File: src/hw/waveform_ext_pkg.sv
// Constants, register map and carrier types of the waveform extension
package waveform_ext_pkg;

  localparam int unsigned N_CH   = 4;
  localparam int unsigned N_PIN  = 8;
  localparam int unsigned N_EV   = 8;
  localparam int unsigned DT_W   = 8;
  localparam int unsigned REG_W  = 8;
  localparam int unsigned APB_AW = 8;
  localparam int unsigned APB_DW = 32;

  // Register indexes; byte address is four times the index
  localparam logic [3:0] IDX_CTRL     = 4'h0;
  localparam logic [3:0] IDX_EV_MASK  = 4'h2;
  localparam logic [3:0] IDX_FCTRL    = 4'h3;
  localparam logic [3:0] IDX_STATUS   = 4'h4;
  localparam logic [3:0] IDX_DT_BOTH  = 4'h6;
  localparam logic [3:0] IDX_DT_BOTHB = 4'h7;
  localparam logic [3:0] IDX_DT_LS    = 4'h8;
  localparam logic [3:0] IDX_DT_HS    = 4'h9;
  localparam logic [3:0] IDX_DT_LSB   = 4'hA;
  localparam logic [3:0] IDX_DT_HSB   = 4'hB;
  localparam logic [3:0] IDX_OVR      = 4'hC;

  // Field positions
  localparam int unsigned CTRL_PATTERN   = 5;
  localparam int unsigned CTRL_COMMON    = 4;
  localparam int unsigned CTRL_EN_MSB    = 3;
  localparam int unsigned FCTRL_IGN_DBG  = 4;
  localparam int unsigned FCTRL_MODE     = 2;
  localparam int unsigned FCTRL_ACT_MSB  = 1;
  localparam int unsigned STAT_FDF       = 2;
  localparam int unsigned STAT_HBV       = 1;
  localparam int unsigned STAT_LBV       = 0;

  localparam logic [REG_W-1:0] REG_RESET = 8'h00;
  localparam logic [DT_W-1:0]  DT_ZERO   = 8'h00;
  localparam logic [DT_W-1:0]  DT_ONE    = 8'h01;

  typedef enum logic [1:0] {
    ACT_NONE      = 2'h0,
    ACT_RSVD1     = 2'h1,
    ACT_RSVD2     = 2'h2,
    ACT_CLEAR_DIR = 2'h3
  } fault_act_t;

  // Gray-coded along run -> fault -> armed
  typedef enum logic [1:0] {
    ST_RUN   = 2'b00,
    ST_FAULT = 2'b01,
    ST_ARMED = 2'b11
  } fault_state_t;

  typedef struct packed {
    logic              psel;
    logic              penable;
    logic              pwrite;
    logic [APB_AW-1:0] paddr;
    logic [APB_DW-1:0] pwdata;
  } apb_req_t;

  typedef struct packed {
    logic              pready;
    logic              pslverr;
    logic [APB_DW-1:0] prdata;
  } apb_rsp_t;

endpackage

File: src/hw/waveform_deadtime_fault_ext.sv
// Dead-time, pattern and fault extension between timer and I/O port
//
// The APB slave port was left to the implementer.
`timescale 1ns/10ps
`default_nettype none

module waveform_deadtime_fault_ext (
  input  wire logic                                    pclk,
  input  wire logic                                    presetn,
  input  wire waveform_ext_pkg::apb_req_t              apb_req,
  output var  waveform_ext_pkg::apb_rsp_t              apb_rsp,
  input  wire logic [waveform_ext_pkg::N_CH-1:0]       wg_in,
  input  wire logic                                    timer_update,
  input  wire logic                                    timer_update_lock,
  input  wire logic [waveform_ext_pkg::N_EV-1:0]       event_in,
  input  wire logic                                    debug_break_req,
  output var  logic [waveform_ext_pkg::N_PIN-1:0]      pin_out,
  output var  logic [waveform_ext_pkg::N_PIN-1:0]      pin_override_en,
  output var  logic [waveform_ext_pkg::N_PIN-1:0]      dir_clear,
  output var  logic                                    fault_active
);

  localparam int unsigned NC = waveform_ext_pkg::N_CH;
  localparam int unsigned NP = waveform_ext_pkg::N_PIN;
  localparam int unsigned RW = waveform_ext_pkg::REG_W;
  localparam int unsigned DW = waveform_ext_pkg::DT_W;

  // Debug break synchroniser
  logic [1:0] brk_sync_q;
  logic       brk;

  // Software-visible state
  logic [5:0]                       ctrl_q,    ctrl_d;
  logic [RW-1:0]                    mask_q,    mask_d;
  logic                             ign_dbg_q, ign_dbg_d;
  logic                             cbc_q,     cbc_d;
  waveform_ext_pkg::fault_act_t     act_q,     act_d;
  logic                             fdf_q,     fdf_d;
  logic                             hbv_q,     hbv_d;
  logic                             lbv_q,     lbv_d;
  logic [DW-1:0]                    deadtime_low_side_q,    deadtime_low_side_d;
  logic [DW-1:0]                    high_side_deadtime_q,    high_side_deadtime_d;
  logic [DW-1:0]                    dtlsb_q,   dtlsb_d;
  logic [DW-1:0]                    dthsb_q,   dthsb_d;
  logic [RW-1:0]                    ovr_q,     ovr_d;
  logic [waveform_ext_pkg::APB_DW-1:0] rdata_q, rdata_d;
  logic                             slverr_q,  slverr_d;
  waveform_ext_pkg::fault_state_t   state_q,   state_d;

  // Bus decode
  logic          addr_ok;
  logic [3:0]    idx;
  logic          wr_acc;
  logic          rd_setup;
  logic [RW-1:0] wbyte;
  logic [RW-1:0] rbyte;
  logic          hit;

  // Fault detection
  logic fault_en;
  logic fault_cond;
  logic copy_ok;

  // Dead-time generator outputs
  logic [NC-1:0] ls_o;
  logic [NC-1:0] hs_o;
  logic [NP-1:0] pair_mask;
  logic [NP-1:0] pin_q, pin_d;

  assign brk     = brk_sync_q[1];
  assign idx     = apb_req.paddr[5:2];
  assign addr_ok = (apb_req.paddr[1:0] == 2'b00)
                 & (apb_req.paddr[waveform_ext_pkg::APB_AW-1:6] == 2'b00);
  assign wr_acc   = apb_req.psel & apb_req.penable & apb_req.pwrite & addr_ok;
  assign rd_setup = apb_req.psel & ~apb_req.penable;
  assign wbyte    = apb_req.pwdata[RW-1:0];

  // Protection on unless action is none
  assign fault_en   = (act_q != waveform_ext_pkg::ACT_NONE);
  assign fault_cond = fault_en
                    & ((|(event_in & mask_q))
                       | (brk & ~ign_dbg_q));
  assign copy_ok    = timer_update & ~timer_update_lock;

  assign fault_active = (state_q != waveform_ext_pkg::ST_RUN);

  always_ff @(posedge pclk or negedge presetn)
  begin
    if (!presetn)
    begin
      brk_sync_q <= 2'b00;
    end
    else
    begin
      brk_sync_q <= {brk_sync_q[0], debug_break_req};
    end
  end

  // Fault restart state machine
  always_comb
  begin
    state_d = state_q;
    unique case (state_q)
      waveform_ext_pkg::ST_RUN:
      begin
        if (fault_cond)
          state_d = waveform_ext_pkg::ST_FAULT;
      end
      waveform_ext_pkg::ST_FAULT:
      begin
        if (!fault_cond && (cbc_q || !fdf_q))
          state_d = waveform_ext_pkg::ST_ARMED;
      end
      waveform_ext_pkg::ST_ARMED:
      begin
        if (fault_cond)
          state_d = waveform_ext_pkg::ST_FAULT;
        else if (timer_update)
          state_d = waveform_ext_pkg::ST_RUN;
      end
      default:
      begin
        state_d = waveform_ext_pkg::ST_FAULT;
      end
    endcase
  end

  always_ff @(posedge pclk or negedge presetn)
  begin
    if (!presetn)
      state_q <= waveform_ext_pkg::ST_RUN;
    else
      state_q <= state_d;
  end

  // Register read mux, sampled in the setup phase
  always_comb
  begin
    rbyte = waveform_ext_pkg::REG_RESET;
    hit   = 1'b1;
    unique case (idx)
      waveform_ext_pkg::IDX_CTRL:     rbyte = {2'b00, ctrl_q};
      waveform_ext_pkg::IDX_EV_MASK:  rbyte = mask_q;
      waveform_ext_pkg::IDX_FCTRL:
        rbyte = {3'b000, ign_dbg_q, 1'b0, cbc_q, act_q};
      waveform_ext_pkg::IDX_STATUS:
        rbyte = {5'b00000, fdf_q, hbv_q, lbv_q};
      waveform_ext_pkg::IDX_DT_BOTH:  rbyte = deadtime_low_side_q;
      waveform_ext_pkg::IDX_DT_BOTHB: rbyte = dtlsb_q;
      waveform_ext_pkg::IDX_DT_LS:    rbyte = deadtime_low_side_q;
      waveform_ext_pkg::IDX_DT_HS:    rbyte = high_side_deadtime_q;
      waveform_ext_pkg::IDX_DT_LSB:   rbyte = dtlsb_q;
      waveform_ext_pkg::IDX_DT_HSB:   rbyte = dthsb_q;
      waveform_ext_pkg::IDX_OVR:      rbyte = ovr_q;
      default:                        hit   = 1'b0;
    endcase
    rdata_d  = rdata_q;
    slverr_d = slverr_q;
    if (rd_setup)
    begin
      rdata_d  = {{(waveform_ext_pkg::APB_DW-RW){1'b0}}, rbyte};
      slverr_d = ~(hit & addr_ok);
      if (!(hit & addr_ok))
        rdata_d = '0;
    end
  end

  // Register writes, buffer copy and flag updates
  always_comb
  begin
    ctrl_d    = ctrl_q;
    mask_d    = mask_q;
    ign_dbg_d = ign_dbg_q;
    cbc_d     = cbc_q;
    act_d     = act_q;
    fdf_d     = fdf_q;
    hbv_d     = hbv_q;
    lbv_d     = lbv_q;
    deadtime_low_side_d    = deadtime_low_side_q;
    high_side_deadtime_d    = high_side_deadtime_q;
    dtlsb_d   = dtlsb_q;
    dthsb_d   = dthsb_q;
    ovr_d     = ovr_q;

    // Copy valid buffers at update unless locked
    if (copy_ok)
    begin
      if (lbv_q)
      begin
        deadtime_low_side_d = dtlsb_q;
        lbv_d  = 1'b0;
      end
      if (hbv_q)
      begin
        high_side_deadtime_d = dthsb_q;
        hbv_d  = 1'b0;
      end
    end

    if (wr_acc)
    begin
      unique case (idx)
        waveform_ext_pkg::IDX_CTRL:
          ctrl_d = wbyte[5:0];
        waveform_ext_pkg::IDX_EV_MASK:
          mask_d = wbyte;
        waveform_ext_pkg::IDX_FCTRL:
        begin
          ign_dbg_d = wbyte[waveform_ext_pkg::FCTRL_IGN_DBG];
          cbc_d     = wbyte[waveform_ext_pkg::FCTRL_MODE];
          act_d     = waveform_ext_pkg::fault_act_t'(
                        wbyte[waveform_ext_pkg::FCTRL_ACT_MSB:0]);
        end
        waveform_ext_pkg::IDX_STATUS:
        begin
          if (wbyte[waveform_ext_pkg::STAT_FDF])
            fdf_d = 1'b0;
          hbv_d = wbyte[waveform_ext_pkg::STAT_HBV];
          lbv_d = wbyte[waveform_ext_pkg::STAT_LBV];
        end
        waveform_ext_pkg::IDX_DT_BOTH:
        begin
          deadtime_low_side_d = wbyte;
          high_side_deadtime_d = wbyte;
        end
        waveform_ext_pkg::IDX_DT_BOTHB:
        begin
          dtlsb_d = wbyte;
          dthsb_d = wbyte;
          lbv_d   = 1'b1;
          hbv_d   = 1'b1;
        end
        waveform_ext_pkg::IDX_DT_LS:
          deadtime_low_side_d = wbyte;
        waveform_ext_pkg::IDX_DT_HS:
          high_side_deadtime_d = wbyte;
        waveform_ext_pkg::IDX_DT_LSB:
        begin
          dtlsb_d = wbyte;
          lbv_d   = 1'b1;
        end
        waveform_ext_pkg::IDX_DT_HSB:
        begin
          dthsb_d = wbyte;
          hbv_d   = 1'b1;
        end
        waveform_ext_pkg::IDX_OVR:
        begin
          if (!fdf_q)
            ovr_d = wbyte;
        end
        default:
        begin
        end
      endcase
    end

    // Detection wins over a clearing write
    if (fault_cond)
      fdf_d = 1'b1;
  end

  always_ff @(posedge pclk or negedge presetn)
  begin
    if (!presetn)
    begin
      ctrl_q    <= 6'h00;
      mask_q    <= waveform_ext_pkg::REG_RESET;
      ign_dbg_q <= 1'b0;
      cbc_q     <= 1'b0;
      act_q     <= waveform_ext_pkg::ACT_NONE;
      fdf_q     <= 1'b0;
      hbv_q     <= 1'b0;
      lbv_q     <= 1'b0;
      deadtime_low_side_q    <= waveform_ext_pkg::DT_ZERO;
      high_side_deadtime_q    <= waveform_ext_pkg::DT_ZERO;
      dtlsb_q   <= waveform_ext_pkg::DT_ZERO;
      dthsb_q   <= waveform_ext_pkg::DT_ZERO;
      ovr_q     <= waveform_ext_pkg::REG_RESET;
      rdata_q   <= '0;
      slverr_q  <= 1'b0;
    end
    else
    begin
      ctrl_q    <= ctrl_d;
      mask_q    <= mask_d;
      ign_dbg_q <= ign_dbg_d;
      cbc_q     <= cbc_d;
      act_q     <= act_d;
      fdf_q     <= fdf_d;
      hbv_q     <= hbv_d;
      lbv_q     <= lbv_d;
      deadtime_low_side_q    <= deadtime_low_side_d;
      high_side_deadtime_q    <= high_side_deadtime_d;
      dtlsb_q   <= dtlsb_d;
      dthsb_q   <= dthsb_d;
      ovr_q     <= ovr_d;
      rdata_q   <= rdata_d;
      slverr_q  <= slverr_d;
    end
  end

  assign apb_rsp.pready  = 1'b1;
  assign apb_rsp.pslverr = slverr_q;
  assign apb_rsp.prdata  = rdata_q;

  // One dead-time generator per compare channel
  for (genvar i = 0; i < NC; i++)
  begin : g_dti
    logic          wave;
    logic          prev_q, prev_d;
    logic [DW-1:0] cnt_q,  cnt_d;

    assign wave = ctrl_q[waveform_ext_pkg::CTRL_COMMON] ? wg_in[0]
                                                        : wg_in[i];
    assign pair_mask[2*i]   = ctrl_q[i];
    assign pair_mask[2*i+1] = ctrl_q[i];

    always_comb
    begin
      prev_d = wave;
      cnt_d  = cnt_q;
      if (wave && !prev_q)
        cnt_d = deadtime_low_side_q;
      else if (!wave && prev_q)
        cnt_d = high_side_deadtime_q;
      else if (cnt_q != waveform_ext_pkg::DT_ZERO)
        cnt_d = cnt_q - waveform_ext_pkg::DT_ONE;
    end

    always_ff @(posedge pclk or negedge presetn)
    begin
      if (!presetn)
      begin
        prev_q <= 1'b0;
        cnt_q  <= waveform_ext_pkg::DT_ZERO;
      end
      else
      begin
        prev_q <= prev_d;
        cnt_q  <= cnt_d;
      end
    end

    // Both sides off while counting
    assign ls_o[i] = prev_q & (cnt_q == waveform_ext_pkg::DT_ZERO);
    assign hs_o[i] = ~prev_q & (cnt_q == waveform_ext_pkg::DT_ZERO);
  end

  // Pin values: pattern bypasses the dead-time generators
  always_comb
  begin
    pin_d = '0;
    if (ctrl_q[waveform_ext_pkg::CTRL_PATTERN])
      pin_d = deadtime_low_side_q;
    else
      for (int k = 0; k < NC; k++)
      begin
        pin_d[2*k]   = ctrl_q[k] & ls_o[k];
        pin_d[2*k+1] = ctrl_q[k] & hs_o[k];
      end
  end

  always_ff @(posedge pclk or negedge presetn)
  begin
    if (!presetn)
      pin_q <= '0;
    else
      pin_q <= pin_d;
  end

  assign pin_out         = pin_q;
  assign pin_override_en = ctrl_q[waveform_ext_pkg::CTRL_PATTERN]
                         ? high_side_deadtime_q
                         : (ovr_q & pair_mask);
  // Mask lifted on return to run, so port directions come back
  assign dir_clear = (fault_active && act_q == waveform_ext_pkg::ACT_CLEAR_DIR)
                   ? pair_mask : '0;

endmodule

`default_nettype wire

File: config.mk
export PLATFORM = sky130hd
export DESIGN_NAME = waveform_deadtime_fault_ext
export DESIGN_NICKNAME = d
export VERILOG_FILES = /design/src/hw/waveform_ext_pkg.sv /design/src/hw/waveform_deadtime_fault_ext.sv
export SDC_FILE = /design/constraint.sdc
export NUM_CORES = 1
export LEC_CHECK = 0
export BUFFER_PORTS_ARGS = -buffer_cell sky130_fd_sc_hd__buf_2
export CORE_AREA = 2 2 116 118
export CTS_BUF_LIST = sky130_fd_sc_hd__clkbuf_16
export DETAILED_ROUTE_END_ITERATION = 16
export DIE_AREA = 0 0 118 120
export PLACE_DENSITY = 0.79
export SYNTH_ARGS = -nofsm -noshare
export SYNTH_HDL_FRONTEND = slang
export SYNTH_SLANG_ARGS = --single-unit
File: constraint.sdc
create_clock -name pclk -period 2.26 [get_ports pclk]
set_input_delay 0.226 -clock pclk [delete_from_list [all_inputs] [get_ports pclk]]
set_output_delay 0.226 -clock pclk [all_outputs]
set_load 0.01 [all_outputs]
# == Word level (Yosys, flattened, before mapping) ==
# Index checks and enable logic that the tools add are counted.
# classes
eq_ne,16
mul,0
div,0
addsub,4
magnitude_cmp,0
bitwise_logic,37
n_shift,0
reduce_logical,56
n_mux,44
# op_table
cell,n
8-bit 2-to-1 mux,24
8-bit one-hot mux with 9 select lines,1
8-bit logical NOT,4
8-bit nonzero test,4
"8-bit by 1-bit subtractor with 8-bit output, second input constant",4
1-bit AND,25
"4-bit == test, second input constant",5
8-bit AND,2
"4-bit by 3-bit == test with 1-bit output, second input constant",3
1-bit 2-to-1 mux,12
3-bit nonzero test,4
11-bit OR reduction,1
1-bit logical AND,10
1-bit logical NOT,10
2-bit AND reduction,5
2-bit nonzero test,5
1-bit NOT,9
3-bit AND reduction,3
"4-bit by 2-bit == test with 1-bit output, second input constant",2
2-bit 2-to-1 mux,4
2-bit OR reduction,4
8-bit OR reduction,1
2-bit logical NOT,3
2-bit one-hot mux with 3 select lines,1
other kinds (8),11
# totals
mem_count,0
latch_bits,0
romBits,0
input_bits,60
output_inout_bits,59
ramBits,0
reg_bits,142
elab_cells,183

# == Depth between registers and ports, before layout ==
# Gate-level depths: netlist of run 1.
# depth
ltp_word,8
ltp_mapped,9
mapped_depth_nobuf,8

# == Least setup slack after synthesis of run 1 ==
# No wires, ideal clock.
# synth_path
kind,register -> register
startpoint,register ctrl_q[4]
endpoint,register g_dti[3].cnt_q[6]
synth_period_minus_slack_ps,1920
arrival_ps,1808
setup_slack_ps,340
required_ps,2149
path_stages_with_launch,8
path_cell_list,dfrtp_1 -> o21a_1 -> inv_1 -> ha_1 -> clkbuf_1 -> clkinv_1 -> and3_1 -> a2111oi_2
# synth_between
elab_chain_len,5
elab_cells_between_ends,7
classes_between,mux: 3; reduce/logical: 4
# synth_rtl
item,line_no,text
from (decl),waveform_deadtime_fault_ext.sv:33,"logic [5:0] ctrl_q, ctrl_d;"
from (signal assigned),waveform_deadtime_fault_ext.sv:285,ctrl_q <= ctrl_d;
1-bit 2-to-1 mux (*),waveform_deadtime_fault_ext.sv:314,assign wave = ctrl_q[waveform_ext_pkg::CTRL_COMMON] ? wg_in[0]
via g_dti[3].prev_d,waveform_deadtime_fault_ext.sv:311,"logic prev_q, prev_d;"
1-bit logical NOT,waveform_deadtime_fault_ext.sv:325,else if (!wave && prev_q)
1-bit logical AND,waveform_deadtime_fault_ext.sv:325,
8-bit 2-to-1 mux,waveform_deadtime_fault_ext.sv:325,
8-bit 2-to-1 mux,waveform_deadtime_fault_ext.sv:323,if (wave && !prev_q)
to (signal assigned),waveform_deadtime_fault_ext.sv:336,cnt_q <= waveform_ext_pkg::DT_ZERO;
to (signal assigned),waveform_deadtime_fault_ext.sv:341,cnt_q <= cnt_d;
to (decl),waveform_deadtime_fault_ext.sv:312,"logic [DW-1:0] cnt_q, cnt_d;"
# Mark *: on every way through the listed nets, which the timed path passes. The rest lies on a longest branch.
# A chain may end at the register's enable or synchronous reset.

# == Final worst setup path of run 1 ==
# layout_path
startpoint,register ctrl_q[4]
endpoint,register g_dti[3].cnt_q[0]
# Same word-level chain as after synthesis.

==> results.cfg, run 1 <==
[status]
run_status = complete, no violations

[timing]
max_slew_margin = 0.583
report.final.slew_viol_count = 0
rsz0062_at_grt = false
fmax_mhz = 472
tightest_slew_ns = 0.620
fin_tns_setup_ns = 0
post-route-worst-setup-slack_ns = 0.141
holdWs_ns = 0.135
hold_viol_final = 0
post-route-period-util = 0.937
setup_viol = 0
clock-skew-final_ns = 0.00919
fin_crit_ns = 2.12

[synth]
yosysWarnings = 0
synth_edf_count = 0
async_flop_share = 1.00
ys.flop_type = dfrtp_1
synth.distinct_cells = 79
syn_area_per_cell_sq_um = 9.65
synthCells = 742
ys_ff_latch = 118
ys_seq_area_frac = 0.413
syn_area_sq_um = 7160

[floorplanning]
die-area_sq_um = 14200
fp.dieH_microns = 120
rows = 42
start_util = 0.551
coreArea_sq_um = 13000
die_x_microns = 118
ios = 119

[clocking]
clock_latency_ns = 0.43
cts-root-buf = clkbuf_16
cts_max_level = 4
cts_sinks = 118
cts_setup_buffers = 0
cts_buffer_depth = 2
path_clk_slew_ns = 0.05
cts_buffers = 17
cts_tree = done

[detailed_routing]
firstDrtPassIters = 6
drt_iter0_markers = 611
post_drt_wl_per_cell_microns = 20.7
routed_wl_microns = 20600
drc = 0
via_count = 6264
viasPerCell = 6.31
ant_nets = 0

[pwr]
peakVddDrop_v = 0.000464
power-per-cell-area_nw_per_um2 = 802
leakage_nw = 3.86

[layout]
drive_gt1_frac = 0.223
nets = 882
syn_to_final_growth_pct = 13.1
diodes = 0

[hold_path]
hp-class = input port to register

[global_route]
grt_pass1_wl_microns = 32500
grt_max_degree = 52
grt_pass1_vias = 6165
grt_usage = 0.298
grt_remaining_overflow = 0
antenna_found_initial = 0

[run]
drv_cap = 0

[setup_path]
path_cells = nand2_1 > o21a_1 > inv_1 > ha_2 > inv_1 > nor4_4 > a31oi_1 > o22ai_1
required_ns = 2.60
setup.worst_path.start_class = register
reg2reg_to = g_dti[3].cnt_q[0]$_DFFE_PN0P_
r2r_setup_slack_ns = 0.14
crit_path_end = g_dti[3].cnt_q[0]$_DFFE_PN0P_
slowest_stage = nor4_4
endpoint_kind = register
r2r-start = ctrl_q[4]$_DFFE_PN0P_
cp_slowest_stage_delay_ns = 0.52
critPathLaunch = ctrl_q[4]$_DFFE_PN0P_
arrival_ns = 2.46
crit_fanout = 10
r2r_cells = 8
worst_path_most_repeated_cell = inv_1
crit_type = register to register

[placed_design]
dp_slack_ns = 0.148
place_hpwl_microns = 14200
numPortBuffers = 69
gp_congestion = 0.975
## sequential cells by signal (all words and copies together) (netlist names), 4 cells and up
| name | flops |
|---|---|
| g_dti.cnt_q | 32 |
| deadtime_low_side_q | 8 |
| dthsb_q | 8 |
| dtlsb_q | 8 |
| high_side_deadtime_q | 8 |
| mask_q | 8 |
| ovr_q | 8 |
| pin_out | 8 |
| rdata_q | 8 |
| ctrl_q | 6 |
| g_dti.prev_q | 4 |
## placed cells by master, fill, tap and decap left out, types with 6 or more instances in the layout
cell,count
nor4_1,6
inv_1,39
o31ai_1,8
a22oi_1,6
nand2_1,78
nand3b_1,8
xnor2_1,9
a21oi_1,40
nor2b_1,13
a211oi_1,7
xor2_1,9
ha_1,12
o22ai_1,6
mux2_2,45
and2_1,6
a31oi_1,9
nor2_1,37
buf_4,22
nor3b_1,8
mux2i_1,29
nand2b_1,9
buf_2,68
conb_1,25
dfrtp_1,118
o21ai_0,37
clkbuf_16,17
nor3_1,17
nand3_1,11
## area by class of cell
class / instances / area [sq um]
inverters: 37 / 139
multi-input cells: 539 / 3750
fillers: 1069 / 4880
clock inverters: 12 / 51.3
clock buffers: 17 / 425
repair buffers: 94 / 556
flip-flops and latches: 118 / 2950
well taps: 176 / 220
## where the power goes
part	switching (mW)	internal, mW	total (mW)	leakage (nW)
sequential	0.318	2.39	2.70	1.58
clock	0.904	1.33	2.24	0.251
combinational	0.864	0.690	1.55	2.03
## worst min-delay path by stage
| stage | start | to | depth (start not counted) |
|---|---|---|---|
| after floorplan | presetn | act_q[0]$_DFFE_PN0P_ | 0 |
| after global placement | presetn | pin_out[5]$_DFF_PN0_ | 1 |
| after detailed placement | presetn | g_dti[2].cnt_q[5]$_DFFE_PN0P_ | 1 |
| after CTS | timer_update | state_q[0]$_DFFE_PN0P_ | 4 |
| after global routing | apb_req[1] | deadtime_low_side_q[1]$_DFF_PN0_ | 3 |
| final | timer_update | state_q[0]$_DFFE_PN0P_ | 4 |
## repair_timing
item	CTS	global route
endpoints found under the setup margin	0	5
hold buffers	3	0
hold endpoints to repair	66	0
gates resized for setup	0	3
## through the flow
step	util	area, sq um	total power [mW]	cells
3_5_place_dp	0.584	7580	4.23	961
4_1_cts	0.623	8090	6.48	993
2_1_floorplan	-	7240	3.79	765
5_1_grt	0.624	8100	6.82	993
6_report	0.624	8100	6.49	993
3_3_place_gp	0.584	7580	4.11	961
## Yosys cell counts, types with 11 or more instances
library cell	number	share of area
ha_1	15	0.026
inv_1	36	0.019
o21ai_0	37	0.026
mux2i_1	29	0.041
nor3_1	17	0.012
buf_2	14	0.0098
nor2_1	37	0.019
nand3_1	11	0.0077
a21oi_1	40	0.028
dfrtp_1	118	0.41
nand2_1	78	0.041
buf_4	31	0.033
nor2b_1	13	0.011
clkbuf_1	24	0.013
mux2_2	45	0.071
## worst max-delay path: cells and delay by family (launching register included)
kind	cells	cell delay [ns]
fa+ha+maj	1	0.31
compound gates	3	0.43
buf+inv	2	0.12
simple gates	2	0.69
flops	1	0.48
## routing by layer
layer / vias up / GRT usage / wire length (microns)
met1: 3066 / 0.363 / 7990
met3: 93 / 0.0841 / 1730
met2: 345 / 0.485 / 9960
met5: - / 0 / 0
li1: 2760 / - / -
met4: 0 / 0.149 / 921
## cell families (layout without fill, tap and decap cells)
group                      count (synthesis)  in the layout  share of synthesized area
buffers and inverters                    108            160                     0.0764
muxes                                     74             74                      0.111
xor gates and xnor gates                  18             18                     0.0220
DFF                                      118            118                      0.413
adders and majority gates                 15             15                     0.0262
and+or+nand+nor                          236            236                      0.183
AOI/OAI and AO/OA                        171            171                      0.167
other                                      2             25                    0.00105
Power figures use the tool's default switching activity.
==> inputs of run 2 (changes only) <==
--- a/config.mk
+++ b/config.mk
@@ -7,8 +7,8 @@
 export LEC_CHECK = 0
 export BUFFER_PORTS_ARGS = -buffer_cell sky130_fd_sc_hd__buf_2
-export CORE_AREA = 2 2 116 118
+export CORE_AREA = 3 3 117 119
 export CTS_BUF_LIST = sky130_fd_sc_hd__clkbuf_16
 export DETAILED_ROUTE_END_ITERATION = 16
-export DIE_AREA = 0 0 118 120
+export DIE_AREA = 0 0 120 122
 export PLACE_DENSITY = 0.79
 export SYNTH_ARGS = -nofsm -noshare
==> constraint.sdc (replaced) <==
create_clock -name pclk -period 2.16 [get_ports pclk]
set_input_delay 0.324 -clock pclk [delete_from_list [all_inputs] [get_ports pclk]]
set_output_delay 0.324 -clock pclk [all_outputs]
set_load 0.01 [all_outputs]
==> run 2 against run 1 <==
  * Core utilization increased by 2.8 points
  * Combinational power increased by 5%
  * Worst setup slack improved by 0.0080 ns
  * First-iteration DRC count increased by 25%
  * Critical endpoint is now dir_clear[3]
  * Hold slack got worse by 0.047 ns
  * Design area increased by 2.0%
  * Non-clock buffer count increased by 14
  * Power increased by 9.2%
  * Critical path depth decreased by 4
  * Clock power increased by 17%
==> results.cfg, run 2 (synthesized netlist as in run 1, its figures left out) <==
[status]
run_status = complete, no violations

[placed_design]
gp_congestion = 0.932
numPortBuffers = 69
placed_cells = 972
dp_slack_ns = 0.122
placed_cell_area_sq_um = 7690
place_hpwl_microns = 14700

[floorplanning]
start_util = 0.565
die_x_microns = 120
ios = 119
rows = 41
fp.dieH_microns = 122
coreArea_sq_um = 12700
die-area_sq_um = 14600

[setup_path]
reg2reg_to = g_dti[2].cnt_q[0]$_DFFE_PN0P_
path_cells = or2_2 > and3_1 > and2_1 > buf_2
crit_fanout = 4
cp_slowest_stage_delay_ns = 0.41
slowest_stage = dfrtp_1
endpoint_kind = output pin
arrival_ns = 1.69
r2r_cells = 6
r2r-start = ctrl_q[4]$_DFFE_PN0P_
crit_type = register to output pin
required_ns = 1.84
r2r_setup_slack_ns = 0.17
setup.worst_path.start_class = register

[layout]
fin_cells = 1003
layout.cells.most_common_list = dfrtp_1 (116), nand2_1 (78), buf_2 (68)
top_register = g_dti.cnt_q
seqCellArea_sq_um = 2960
fillers = 1015
largest_reg_flops = 32
diodes = 0
final_area_sq_um = 8260
drive_gt1_frac = 0.242
final_common_cell = dfrtp_1
nets = 896
syn_to_final_growth_pct = 15.4
post-route-util = 0.652
multi_input_area_sq_um = 3750

[pwr]
peakVddDrop_v = 0.000498
leakage_nw = 3.94
power-per-cell-area_nw_per_um2 = 858

[hold_path]
worstHoldPathCells = 1
holdCritStartpoint = wg_in[0]
hp-class = input port to register
min_to = g_dti[0].prev_q$_DFF_PN0_

[detailed_routing]
routed_wl_microns = 20900
firstDrtPassIters = 7
viasPerCell = 6.30
via_count = 6321
drt_iter0_markers = 763
drc = 0
ant_nets = 0
post_drt_wl_per_cell_microns = 20.9

[clocking]
cts_max_level = 4
cts_sinks = 118
clock_latency_ns = 0.42
cts_tree = done
cts_buffer_depth = 2
cts-root-buf = clkbuf_16
path_clk_slew_ns = 0.05
cts_buffers = 17

[global_route]
grt_max_degree = 52
grt_pass1_vias = 6240
grt_remaining_overflow = 0
antenna_found_initial = 0
grt_usage = 0.292
grt_pass1_wl_microns = 32900

[timing]
max_slew_margin = 0.608
report.final.slew_viol_count = 0
tightest_slew_ns = 0.589
fmax_mhz = 497
hold_viol_final = 0
clock-skew-final_ns = 0.0132
post-route-worst-setup-slack_ns = 0.149
post-route-period-util = 0.931
fin_crit_ns = 2.01
fin_tns_setup_ns = 0
rsz0062_at_grt = false
setup_viol = 0

[run]
drv_cap = 0
-- run 2: cell count changes in the layout (fill, tap and decap cells not counted), sizes merged --
cell / before / now
clkinvlp: 0 / 1
dlygate4sd3: 3 / 2
buf: 91 / 106
inv: 39 / 36
bufinv: 0 / 2
-- run 2: worst max path at each step --
stage	startpoint	endpoint	slack [ns]	depth (start not counted)
floorplan	ctrl_q[4]$_DFFE_PN0P_	g_dti[3].cnt_q[6]$_DFFE_PN0P_	0.24	7
global placement	apb_req[33]	ctrl_q[5]$_DFFE_PN0P_	0.13	5
detailed placement	apb_req[33]	ctrl_q[3]$_DFFE_PN0P_	0.12	5
CTS	ctrl_q[5]$_DFFE_PN0P_	pin_override_en[5]	0.02	2
global route	ctrl_q[4]$_DFFE_PN0P_	g_dti[1].cnt_q[5]$_DFFE_PN0P_	0.02	6
finish	state_q[1]$_DFFE_PN0P_	dir_clear[3]	0.15	4
-- run 2: layer usage --
metal / track usage / vias to the layer above / wire, microns
met3: 0.0594 / 91 / 1630
li1: - / 2782 / -
met1: 0.375 / 3114 / 8370
met5: 0 / - / 0
met2: 0.455 / 334 / 9840
met4: 0.180 / 0 / 1100
-- run 2: repair_timing --
item / in CTS / in global routing
hold buffers: 2 / 0
resized for setup: 0 / 5
endpoints found under the hold margin: 31 / 0
setup buffers: 0 / 0
endpoints found under the setup margin: 0 / 13
-- run 2: final cells by class --
cell class	instances	share of cell area
Multi-Input combinational cell	539	0.454
Inverter	37	0.0168
Tap cell	172	0.0261
Timing Repair Buffer	108	0.0797
Clock inverter	12	0.0139
Sequential cell	118	0.358
Clock buffer	17	0.0515
-- run 2: metrics by stage --
step / power, mW / hold slack [ns]
floorplan: 3.97 / 0.0284
global placement: 4.33 / 0.302
detailed placement: 4.43 / 0.308
CTS: 7.07 / 0.0773
global route: 7.41 / 0.0857
finish: 7.09 / 0.0886
-- run 2: worst max-delay path: cells and delay by family, from the launching register on --
kind,cells,cell delay (ns)
flops,1,0.41
buf+inv,1,0.14
simple gates,3,0.72
-- run 2: report_power, final --
part	internal [mW]	total (mW)	leakage [nW]	switching (mW)
sequential	2.49	2.83	1.57	0.337
clock	1.65	2.63	0.264	0.982
combinational	0.735	1.62	2.10	0.889
